## src/core/cmp_timer_defines.svh

```systemverilog
// register offsets, field positions, reset values and counts of the compare timer
`ifndef CMP_TIMER_DEFINES_SVH
`define CMP_TIMER_DEFINES_SVH

// =====================================================================
// byte addresses on the peripheral port
`define CT_ADDR_W 3
`define CT_ADDR_CNT_HI 3'h0
`define CT_ADDR_CNT_LO 3'h1
`define CT_ADDR_CMP_HI 3'h2
`define CT_ADDR_CMP_LO 3'h3
`define CT_ADDR_CTRL 3'h4
`define CT_ADDR_STAT 3'h5

// =====================================================================
// timer_control fields
`define CT_OUT_LEVEL_HI 7
`define CT_HI_SEL_B2 6
`define CT_HI_SEL_LSB 4
`define CT_OUT_LEVEL_LO 3
`define CT_LO_SEL_LSB 0

// =====================================================================
// timer_control_status fields
`define CT_HI_OVF 7
`define CT_HI_CMF 6
`define CT_HI_OVIE 5
`define CT_HI_CCLR 4
`define CT_LO_OVF 3
`define CT_LO_CMF 2
`define CT_LO_OVIE 1
`define CT_LO_CCLR 0
`define CT_FLAG_MASK 8'hCC
`define CT_CTRL_BITS_MASK 8'h33

// =====================================================================
// reset values and fixed read values
`define CT_CNT_RST 8'h00
`define CT_CMP_RST 16'hFFFF
`define CT_CTRL_RST 8'h00
`define CT_STAT_RST 8'h00
`define CT_WO_READ 8'hFF
`define CT_BYTE_MAX 8'hFF

// =====================================================================
// clock select codes and prescaler taps
`define CT_SEL_P32 3'h4
`define CT_SEL_P16 3'h5
`define CT_SEL_P4 3'h6
`define CT_SEL_W4 3'h7
`define CT_PRE_W 5
`define CT_TAP_P32 5'h1F
`define CT_TAP_P16 5'h0F
`define CT_TAP_P4 5'h03
`define CT_WDIV_LAST 2'h3

`endif

```

## src/core/cmp_timer_pkg.sv

```systemverilog
// types shared by the compare timer modules
package cmp_timer_pkg;

  typedef logic [7:0] byte_t;

  typedef enum {
    SRC_NONE,
    SRC_P32,
    SRC_P16,
    SRC_P4,
    SRC_W4
  } clk_src_t;

endpackage

```

## src/core/chan_if.sv

```systemverilog
// carrier between the timer core and one byte counter
`timescale 1ns/10ps
interface chan_if;
  import cmp_timer_pkg::*;
  logic tick;
  logic clr;
  logic wr;
  byte_t wdata;
  byte_t cnt;
  modport ctr (input tick, input clr, input wr, input wdata, output cnt);
  modport ctl (output tick, output clr, output wr, output wdata, input cnt);
endinterface

```

## src/core/byte_counter.sv

```systemverilog
// one 8-bit up-counter with clear and cpu load
`timescale 1ns/10ps
`include "cmp_timer_defines.svh"
module byte_counter
  import cmp_timer_pkg::*;
(
  // clock and reset
  input wire logic ref_clk_i,
  input wire logic sys_rst_i,
  // control side
  chan_if.ctr ch
);

  byte_t cnt_q;
  byte_t cnt_d;

  // cpu load wins over count and clear
  always_comb begin
    cnt_d = cnt_q;
    if (ch.wr) begin
      cnt_d = ch.wdata;
    end else if (ch.clr) begin
      // clear already carries the match tick; a 16-bit high byte gets no carry then
      cnt_d = `CT_CNT_RST;
    end else if (ch.tick) begin
      cnt_d = cnt_q + 8'h01;
    end
  end

  always_ff @(posedge ref_clk_i or posedge sys_rst_i) begin
    if (sys_rst_i) begin
      cnt_q <= `CT_CNT_RST;
    end else begin
      cnt_q <= cnt_d;
    end
  end

  assign ch.cnt = cnt_q;

endmodule

```

## src/core/tick_select.sv

```systemverilog
// prescaled count ticks, watch clock synchroniser and power-mode gating
`timescale 1ns/10ps
`include "cmp_timer_defines.svh"
module tick_select
  import cmp_timer_pkg::*;
(
  // clock and reset
  input wire logic ref_clk_i,
  input wire logic sys_rst_i,
  // watch clock and power state
  input wire logic watch_clk_i,
  input wire logic sub_mode_i,
  input wire logic halt_i,
  // clock selects
  input wire logic [2:0] sel_hi_i,
  input wire logic [2:0] sel_lo_i,
  // ticks
  output logic tick_hi_o,
  output logic tick_lo_o
);

  logic [`CT_PRE_W-1:0] pre_q;
  logic [`CT_PRE_W-1:0] pre_d;
  logic [2:0] wsync_q;
  logic [2:0] wsync_d;
  logic [1:0] wdiv_q;
  logic [1:0] wdiv_d;
  logic wrise;
  logic wtick;

  function automatic clk_src_t decode_src(input logic [2:0] sel);
    case (sel)
      `CT_SEL_P32: decode_src = SRC_P32;
      `CT_SEL_P16: decode_src = SRC_P16;
      `CT_SEL_P4: decode_src = SRC_P4;
      `CT_SEL_W4: decode_src = SRC_W4;
      default: decode_src = SRC_NONE;
    endcase
  endfunction

  // in sub modes only the watch source runs; halt stops all
  function automatic logic src_tick(input logic [2:0] sel, input logic [`CT_PRE_W-1:0] pre,
                                    input logic wt, input logic sub, input logic halt);
    logic t;
    t = 1'b0;
    case (decode_src(sel))
      SRC_P32: t = (pre == `CT_TAP_P32) && !sub;
      SRC_P16: t = ((pre & `CT_TAP_P16) == `CT_TAP_P16) && !sub;
      SRC_P4: t = ((pre & `CT_TAP_P4) == `CT_TAP_P4) && !sub;
      SRC_W4: t = wt;
      default: t = 1'b0;
    endcase
    src_tick = t && !halt;
  endfunction

  // rising watch edge counts once stage two holds the new high level while stage three still holds the old low one
  assign wrise = wsync_q[1] && !wsync_q[2];
  assign wtick = wrise && (wdiv_q == `CT_WDIV_LAST);

  always_comb begin
    pre_d = pre_q + {{(`CT_PRE_W-1){1'b0}}, 1'b1};
    wsync_d = {wsync_q[1:0], watch_clk_i};
    wdiv_d = wrise ? wdiv_q + 2'h1 : wdiv_q;
    tick_hi_o = src_tick(sel_hi_i, pre_q, wtick, sub_mode_i, halt_i);
    tick_lo_o = src_tick(sel_lo_i, pre_q, wtick, sub_mode_i, halt_i);
  end

  always_ff @(posedge ref_clk_i or posedge sys_rst_i) begin
    if (sys_rst_i) begin
      pre_q <= '0;
      wsync_q <= 3'h0;
      wdiv_q <= 2'h0;
    end else begin
      pre_q <= pre_d;
      wsync_q <= wsync_d;
      wdiv_q <= wdiv_d;
    end
  end

endmodule

```

## src/core/compare_timer.sv

```systemverilog
// compare timer: one 16-bit or two 8-bit counters with compare, toggle pins and flags
`timescale 1ns/10ps
`include "cmp_timer_defines.svh"
module compare_timer
  import cmp_timer_pkg::*;
(
  // clock and reset
  input wire logic ref_clk_i,
  input wire logic sys_rst_i,
  // watch clock and power state
  input wire logic watch_clk_i,
  input wire logic sub_mode_i,
  input wire logic standby_i,
  input wire logic module_standby_i,
  // cpu byte port
  input wire logic [`CT_ADDR_W-1:0] addr_i,
  input wire logic wr_i,
  input wire logic rd_i,
  input wire logic [7:0] wdata_i,
  output logic [7:0] rdata_o,
  // toggle pins
  output logic toggle_pin_hi_o,
  output logic toggle_pin_lo_o,
  // interrupt request flags toward the controller
  output logic timer_hi_irq_flag_o,
  output logic timer_lo_irq_flag_o
);

  // =====================================================================
  // state
  byte_t ctrl_q;
  byte_t ctrl_d;
  byte_t stat_q;
  byte_t stat_d;
  byte_t armed_q;
  byte_t armed_d;
  byte_t temp_q;
  byte_t temp_d;
  byte_t rdata_q;
  byte_t rdata_d;
  logic [15:0] cmp_q;
  logic [15:0] cmp_d;
  logic pin_hi_q;
  logic pin_hi_d;
  logic pin_lo_q;
  logic pin_lo_d;
  logic irq_hi_q;
  logic irq_hi_d;
  logic irq_lo_q;
  logic irq_lo_d;

  // =====================================================================
  // decode and datapath nets
  logic mode8;
  logic wr_cnt_hi;
  logic wr_cnt_lo;
  logic wr_cmp_hi;
  logic wr_cmp_lo;
  logic wr_ctrl;
  logic wr_stat;
  logic rd_stat;
  logic rd_cnt_hi;
  logic tsel_hi;
  logic tsel_lo;
  logic tick_hi;
  logic tick_lo;
  logic eq_hi;
  logic eq_lo;
  logic match_hi;
  logic match_lo;
  logic clr_hi;
  logic clr_lo;
  logic carry_lo;
  logic ovf_hi;
  logic ovf_lo;
  logic load_hi;
  byte_t load_hi_data;
  byte_t cnt_hi;
  byte_t cnt_lo;
  logic [1:0] tick_v;
  logic [1:0] clr_v;
  logic [1:0] wr_v;
  byte_t wdata_v [2];
  byte_t cnt_v [2];

  assign mode8 = ctrl_q[`CT_HI_SEL_B2];
  assign wr_cnt_hi = wr_i && (addr_i == `CT_ADDR_CNT_HI);
  assign wr_cnt_lo = wr_i && (addr_i == `CT_ADDR_CNT_LO);
  assign wr_cmp_hi = wr_i && (addr_i == `CT_ADDR_CMP_HI);
  assign wr_cmp_lo = wr_i && (addr_i == `CT_ADDR_CMP_LO);
  assign wr_ctrl = wr_i && (addr_i == `CT_ADDR_CTRL);
  assign wr_stat = wr_i && (addr_i == `CT_ADDR_STAT);
  assign rd_stat = rd_i && (addr_i == `CT_ADDR_STAT);
  assign rd_cnt_hi = rd_i && (addr_i == `CT_ADDR_CNT_HI);

  // =====================================================================
  // tick sources
  tick_select u_tick (
    .ref_clk_i(ref_clk_i),
    .sys_rst_i(sys_rst_i),
    .watch_clk_i(watch_clk_i),
    .sub_mode_i(sub_mode_i),
    .halt_i(standby_i || module_standby_i),
    .sel_hi_i(ctrl_q[`CT_HI_SEL_LSB+:3]),
    .sel_lo_i(ctrl_q[`CT_LO_SEL_LSB+:3]),
    .tick_hi_o(tsel_hi),
    .tick_lo_o(tsel_lo)
  );

  // =====================================================================
  // byte counters, index 1 high, 0 low
  generate
    for (genvar i = 0; i < 2; i++) begin : g_chan
      chan_if ch ();
      assign ch.tick = tick_v[i];
      assign ch.clr = clr_v[i];
      assign ch.wr = wr_v[i];
      assign ch.wdata = wdata_v[i];
      assign cnt_v[i] = ch.cnt;
      byte_counter u_cnt (
        .ref_clk_i(ref_clk_i),
        .sys_rst_i(sys_rst_i),
        .ch(ch)
      );
    end
  endgenerate

  assign cnt_hi = cnt_v[1];
  assign cnt_lo = cnt_v[0];

  // =====================================================================
  // compare register and holding latch
  always_comb begin
    cmp_d = cmp_q;
    temp_d = temp_q;
    if (wr_cmp_hi && mode8) begin
      cmp_d[15:8] = wdata_i;
    end else if (wr_cmp_hi || (wr_cnt_hi && !mode8)) begin
      temp_d = wdata_i;
    end
    if (wr_cmp_lo) begin
      cmp_d[7:0] = wdata_i;
      if (!mode8) begin
        cmp_d[15:8] = temp_q;
      end
    end
    if (rd_cnt_hi && !mode8) begin
      temp_d = cnt_lo;
    end
  end

  // counter loads: 16-bit upper byte rides on the lower write
  assign load_hi = mode8 ? wr_cnt_hi : wr_cnt_lo;
  assign load_hi_data = mode8 ? wdata_i : temp_q;

  // =====================================================================
  // match, clear and overflow
  // a compare write is seen at once so a stale match is dropped
  assign eq_hi = (cnt_hi == cmp_d[15:8]);
  assign eq_lo = (cnt_lo == cmp_d[7:0]);
  assign tick_lo = tsel_lo;
  assign match_lo = tick_lo && eq_lo;
  assign clr_hi = match_hi && stat_q[`CT_HI_CCLR];
  assign clr_lo = mode8 ? (match_lo && stat_q[`CT_LO_CCLR]) : clr_hi;
  assign carry_lo = tick_lo && (cnt_lo == `CT_BYTE_MAX) && !clr_lo;
  assign tick_hi = mode8 ? tsel_hi : carry_lo;
  assign match_hi = mode8 ? (tsel_hi && eq_hi) : (tick_lo && eq_lo && eq_hi);
  assign ovf_lo = carry_lo && !wr_cnt_lo;
  assign ovf_hi = tick_hi && (cnt_hi == `CT_BYTE_MAX) && !clr_hi && !load_hi;

  always_comb begin
    tick_v = {tick_hi, tick_lo};
    clr_v = {clr_hi, clr_lo};
    wr_v = {load_hi, wr_cnt_lo};
    wdata_v[1] = load_hi_data;
    wdata_v[0] = wdata_i;
  end

  // =====================================================================
  // control, status flags and read arming
  always_comb begin
    ctrl_d = ctrl_q;
    stat_d = stat_q;
    armed_d = armed_q;
    if (wr_ctrl) begin
      ctrl_d = wdata_i;
    end
    if (rd_stat) begin
      armed_d = stat_q & `CT_FLAG_MASK;
    end
    if (wr_stat) begin
      stat_d = (stat_q & ~`CT_CTRL_BITS_MASK) | (wdata_i & `CT_CTRL_BITS_MASK);
      // writing 1 leaves a flag alone; 0 clears only an armed flag
      stat_d = stat_d & ~(armed_q & ~wdata_i & `CT_FLAG_MASK);
      armed_d = 8'h00;
    end
    // hardware set wins over a same-cycle clear
    if (ovf_hi) begin
      stat_d[`CT_HI_OVF] = 1'b1;
    end
    if (ovf_lo) begin
      stat_d[`CT_LO_OVF] = 1'b1;
    end
    if (match_hi) begin
      stat_d[`CT_HI_CMF] = 1'b1;
    end
    if (match_lo) begin
      stat_d[`CT_LO_CMF] = 1'b1;
    end
  end

  // =====================================================================
  // toggle pins and interrupt requests
  always_comb begin
    pin_hi_d = pin_hi_q;
    pin_lo_d = pin_lo_q;
    if (wr_ctrl) begin
      pin_hi_d = wdata_i[`CT_OUT_LEVEL_HI];
      pin_lo_d = wdata_i[`CT_OUT_LEVEL_LO];
    end else begin
      pin_hi_d = match_hi ? !pin_hi_q : pin_hi_q;
      pin_lo_d = match_lo ? !pin_lo_q : pin_lo_q;
    end
    irq_hi_d = match_hi || (ovf_hi && stat_q[`CT_HI_OVIE]);
    irq_lo_d = match_lo || (ovf_lo && stat_q[`CT_LO_OVIE]);
  end

  // =====================================================================
  // read mux
  always_comb begin
    rdata_d = rdata_q;
    if (rd_i) begin
      case (addr_i)
        `CT_ADDR_CNT_HI: rdata_d = cnt_hi;
        `CT_ADDR_CNT_LO: rdata_d = mode8 ? cnt_lo : temp_q;
        `CT_ADDR_CMP_HI: rdata_d = cmp_q[15:8];
        `CT_ADDR_CMP_LO: rdata_d = cmp_q[7:0];
        `CT_ADDR_STAT: rdata_d = stat_q;
        default: rdata_d = `CT_WO_READ;
      endcase
    end
  end

  // =====================================================================
  // registers
  always_ff @(posedge ref_clk_i or posedge sys_rst_i) begin
    if (sys_rst_i) begin
      ctrl_q <= `CT_CTRL_RST;
      stat_q <= `CT_STAT_RST;
      cmp_q <= `CT_CMP_RST;
      armed_q <= 8'h00;
      temp_q <= 8'h00;
      rdata_q <= 8'h00;
      pin_hi_q <= 1'b0;
      pin_lo_q <= 1'b0;
      irq_hi_q <= 1'b0;
      irq_lo_q <= 1'b0;
    end else begin
      ctrl_q <= ctrl_d;
      stat_q <= stat_d;
      cmp_q <= cmp_d;
      armed_q <= armed_d;
      temp_q <= temp_d;
      rdata_q <= rdata_d;
      pin_hi_q <= pin_hi_d;
      pin_lo_q <= pin_lo_d;
      irq_hi_q <= irq_hi_d;
      irq_lo_q <= irq_lo_d;
    end
  end

  assign rdata_o = rdata_q;
  assign toggle_pin_hi_o = pin_hi_q;
  assign toggle_pin_lo_o = pin_lo_q;
  assign timer_hi_irq_flag_o = irq_hi_q;
  assign timer_lo_irq_flag_o = irq_lo_q;

endmodule

```

## config.mk

```make
export PLATFORM = sky130hd
export DESIGN_NAME = compare_timer
export DESIGN_NICKNAME = d
export VERILOG_FILES = /design/src/core/cmp_timer_pkg.sv /design/src/core/chan_if.sv /design/src/core/byte_counter.sv /design/src/core/tick_select.sv /design/src/core/compare_timer.sv
export VERILOG_INCLUDE_DIRS = /design/src /design/src/core
export SDC_FILE = /design/constraint.sdc
export NUM_CORES = 1
export LEC_CHECK = 0
export BUFFER_PORTS_ARGS = -buffer_cell sky130_fd_sc_hd__buf_2
export CAP_MARGIN = 20
export CORE_ASPECT_RATIO = 0.75
export CORE_UTILIZATION = 45
export CTS_CLUSTER_DIAMETER = 120
export CTS_CLUSTER_SIZE = 16
export DETAILED_ROUTE_END_ITERATION = 6
export PLACE_DENSITY = 0.67
export SLEW_MARGIN = 0
export SYNTH_ARGS = -nofsm -noshare
export SYNTH_HDL_FRONTEND = slang
export SYNTH_HIERARCHICAL = 1
export SYNTH_SLANG_ARGS = --single-unit
```

## constraint.sdc

```tcl
create_clock -name ref_clk_i -period 6.49 [get_ports ref_clk_i]
set_clock_uncertainty 0.05 [all_clocks]
set_input_delay 0.649 -clock ref_clk_i [delete_from_list [all_inputs] [get_ports ref_clk_i]]
set_output_delay 0.649 -clock ref_clk_i [all_outputs]
set_load 0.005 [all_outputs]
```

==> impl_metrics.csv <==
group,metric,value,unit
status,outcome,"finished, final reports clean",
cts,cts.repair.resized,0,
grt,gr-max-usage-layer,"met1",
critical_path,path_max_fanout,9,
timing,period_minus_slack,4670,ps
die,num_io_pins,31,
finish,final_nets,593,
critical_path,cp-end-kind,"flop",
finish,n_fill_cell,977,
power,power_density,346,mW/mm²
die,rows,32,
timing,fmax,0.214,GHz
grt,met3_usage,0.0805,
cts,clk_path_buf_depth,2,
logic_synthesis,synth_edf_count,0,
logic_synthesis,ys.flop_type,"dfrtp_1",
route,wire_per_inst,20.8,µm
timing,setup_viol,0,
grt,grt_pass1_vias,4168,
route,viasPerCell,6.39,
timing,timing.slew.headroom,0.244,
timing,worst_pin_slew,1130,ps
cts,cts_tree,"yes",
logic_synthesis,syn_inst,551,
timing,slew_violations,0,
die,coreArea,0.0106,mm²
cts,cts-root-buf,"clkbuf_16",
route,drt_iter0_markers,388,
route,first_pass_iters,5,
placed_design,port_buffers,30,
route,routed_wl,14.8,mm
finish,multi_input_area,0.00269,mm²
critical_path,startpoint_type,"flop",
timing,worst_hold_slack,257,ps
critical_path,crit_type,"reg -> reg",
finish,syn_to_final_growth,11.1,%
logic_synthesis,synthArstFlopShare,1.00,
cts,htreeDepth,3,
placed_design,gp_congestion,0.952,
timing,hold_viol_final,0,
finish,seq_area,0.00202,mm²
logic_synthesis,synth.avg_cell_area,9.11,µm²
route,drcViolationCount,0,
run,maxCapViolations,0,
die,die_area,0.0116,mm²
grt,antenna_found_initial,0,
timing,rsz0062_at_grt,"false",
cts,post_cts_buffers,0,
finish,final_common_cell,"nand2_1",
route,detail-route-antenna-nets,0,
logic_synthesis,synth_seq_cells,80,
power,p_total,1.93,mW
placed_design,pre_cts_slack,1860,ps
cts,cts_buffers,9,
timing,final.setup.tns,0,ps
route,route.vias.total,4536,
placed_design,hpwlAfterDp,10.4,mm
cts,clk_latency,350,ps
die,die_w,124,µm
logic_synthesis,ys_types,75,
timing,fin_crit_sh,0.719,
finish,diodes,0,
cts,ctsHoldBuffers,0,
finish,drive_above_1_share,0.179,
grt,grt_pass1_wl,23.2,mm
grt,global_route.usage.met1,0.408,
cts,cts_sinks,80,
logic_synthesis,ys_warn_count,6,
power,vdd_ir_drop_max,0.000208,V
finish,final_cell_mix,"nand2_1, dfrtp_1, o21ai_0",
cts,path_clk_slew,60,ps
timing,fin_ws,1820,ps
die,initial_core_util,0.475,
finish,final_util,0.527,
critical_path,cp_data_required_time,6670,ps
critical_path,arrival,4850,ps
power,p_leak,2.36,nW
hold_path,hold_class,"in -> async",
logic_synthesis,synth-seq-area-share,0.403,
grt,grt_usage,0.273,
grt,grt_max_degree,55,
grt,overflow,0,
logic_synthesis,syn-num-nets,575,
die,fp.dieH,93.4,µm
grt,grt_util_met2,0.367,
logic_synthesis,synth_area,0.00502,mm²
sequential cells by signal, indices dropped and copies added, names as in the netlist:
name                 count
stat_q                   8
timer_hi_irq_flag_o      1
timer_lo_irq_flag_o      1
toggle_pin_lo_o          1
toggle_pin_hi_o          1
ctrl_q                   6
u_tick/pre_q             5
cmp_q                   16
armed_q                  4
rdata_o                  8
temp_q                   8
u_tick/wdiv_q            2
g_chan.u_cnt/ch.cnt     16
u_tick/wsync_q           3
report_power, final:
part	total, mW	switching, mW	internal, mW	leakage [nW]
Clock	0.628	0.212	0.416	0.180
Combinational	0.484	0.265	0.219	1.21
Sequential	0.818	0.194	0.624	0.968
Total	1.93	0.671	1.26	2.36
synthesized netlist by cell type, types with 4 or more instances:
library cell / number / area [µm²]
nor2b_1: 6 / 37.5
inv_1: 36 / 135
nand2b_1: 9 / 56.3
o22ai_1: 8 / 50.1
dfrtp_1: 64 / 1600
a21oi_1: 22 / 110
nand4_1: 10 / 62.6
ha_1: 5 / 62.6
xor2_1: 10 / 87.6
or4_1: 4 / 30.0
dfstp_2: 16 / 420
xnor2_1: 6 / 52.6
nand3_1: 10 / 50.1
buf_6: 6 / 67.6
nand2_1: 79 / 297
o21ai_0: 53 / 265
mux2i_1: 16 / 160
mux2_2: 17 / 191
a211oi_2: 4 / 50.1
a32o_1: 5 / 50.1
or3_1: 11 / 68.8
nor2_1: 23 / 86.3
o31ai_1: 4 / 30.0
o211ai_1: 8 / 60.1
clkbuf_1: 13 / 48.8
a211oi_1: 5 / 37.5
a31oi_1: 11 / 68.8
nor3_1: 19 / 95.1
critical path, stage by stage, from the launching register on:
cell and delay [ps]:
dfrtp_1 370, ha_1 240, nand3_1 150, inv_1 80, ha_1 150, mux2i_1 80, or4b_1 470, a32oi_1 660
o21ai_0 290, a211oi_2 350, a31oi_2 210, nor4_4 510, o31ai_1 320, or3_1 420, a21oi_1 140, a21oi_1 60
cell families after synthesis:
group	after synthesis	synth area share
DFF	80	0.403
xor gates and xnor gates	16	0.0279
buffers and inverters	64	0.0608
muxes	36	0.0835
AOI/OAI and AO/OA	152	0.205
adders and majority gates	5	0.0125
and+or+nand+nor	198	0.207
path summary, 6_finish.rpt:
path	startpoint	end	slack, ps	cells past startpoint
min in group ref_clk_i	u_tick/wsync_q[0]$_DFF_PP0_	u_tick/wsync_q[1]$_DFF_PP0_	300	0
max in group asynchronous	sys_rst_i	stat_q[7]$_DFFE_PP0P_	5420	3
min reg2reg	u_tick/wsync_q[0]$_DFF_PP0_	u_tick/wsync_q[1]$_DFF_PP0_	300	0
min	sys_rst_i	g_chan[0].u_cnt/ch.cnt[1]$_DFFE_PP0P_	260	2
max	u_tick/pre_q[0]$_DFF_PP0_	g_chan[1].u_cnt/ch.cnt[4]$_DFFE_PP0P_	1820	15
max reg2reg	u_tick/pre_q[0]$_DFF_PP0_	g_chan[1].u_cnt/ch.cnt[4]$_DFFE_PP0P_	1820	15
per-layer routing:
layer / vias up / routed length [µm] / part of all wire
met1: 2178 / 6780 / 0.46
li1: 2059 / - / -
met4: 0 / 332 / 0.022
met3: 35 / 1480 / 0.10
met5: - / 0 / 0
met2: 264 / 6200 / 0.42
cell type report:
cell class,instances,area share
clock inverters,7,0.0256
repair buffers,34,0.0323
inverters,37,0.0258
flip-flops and latches,80,0.363
clock buffers,9,0.0404
well taps,136,0.0305
multi-input cells,407,0.483
metrics by stage:
stage,instances,instance area [µm²]
5_1_grt,710,5570
6_report,710,5570
2_1_floorplan,551,5020
4_1_cts,710,5570
3_3_place_gp,694,5210
3_5_place_dp,694,5210
Power figures use the tool's default switching activity.
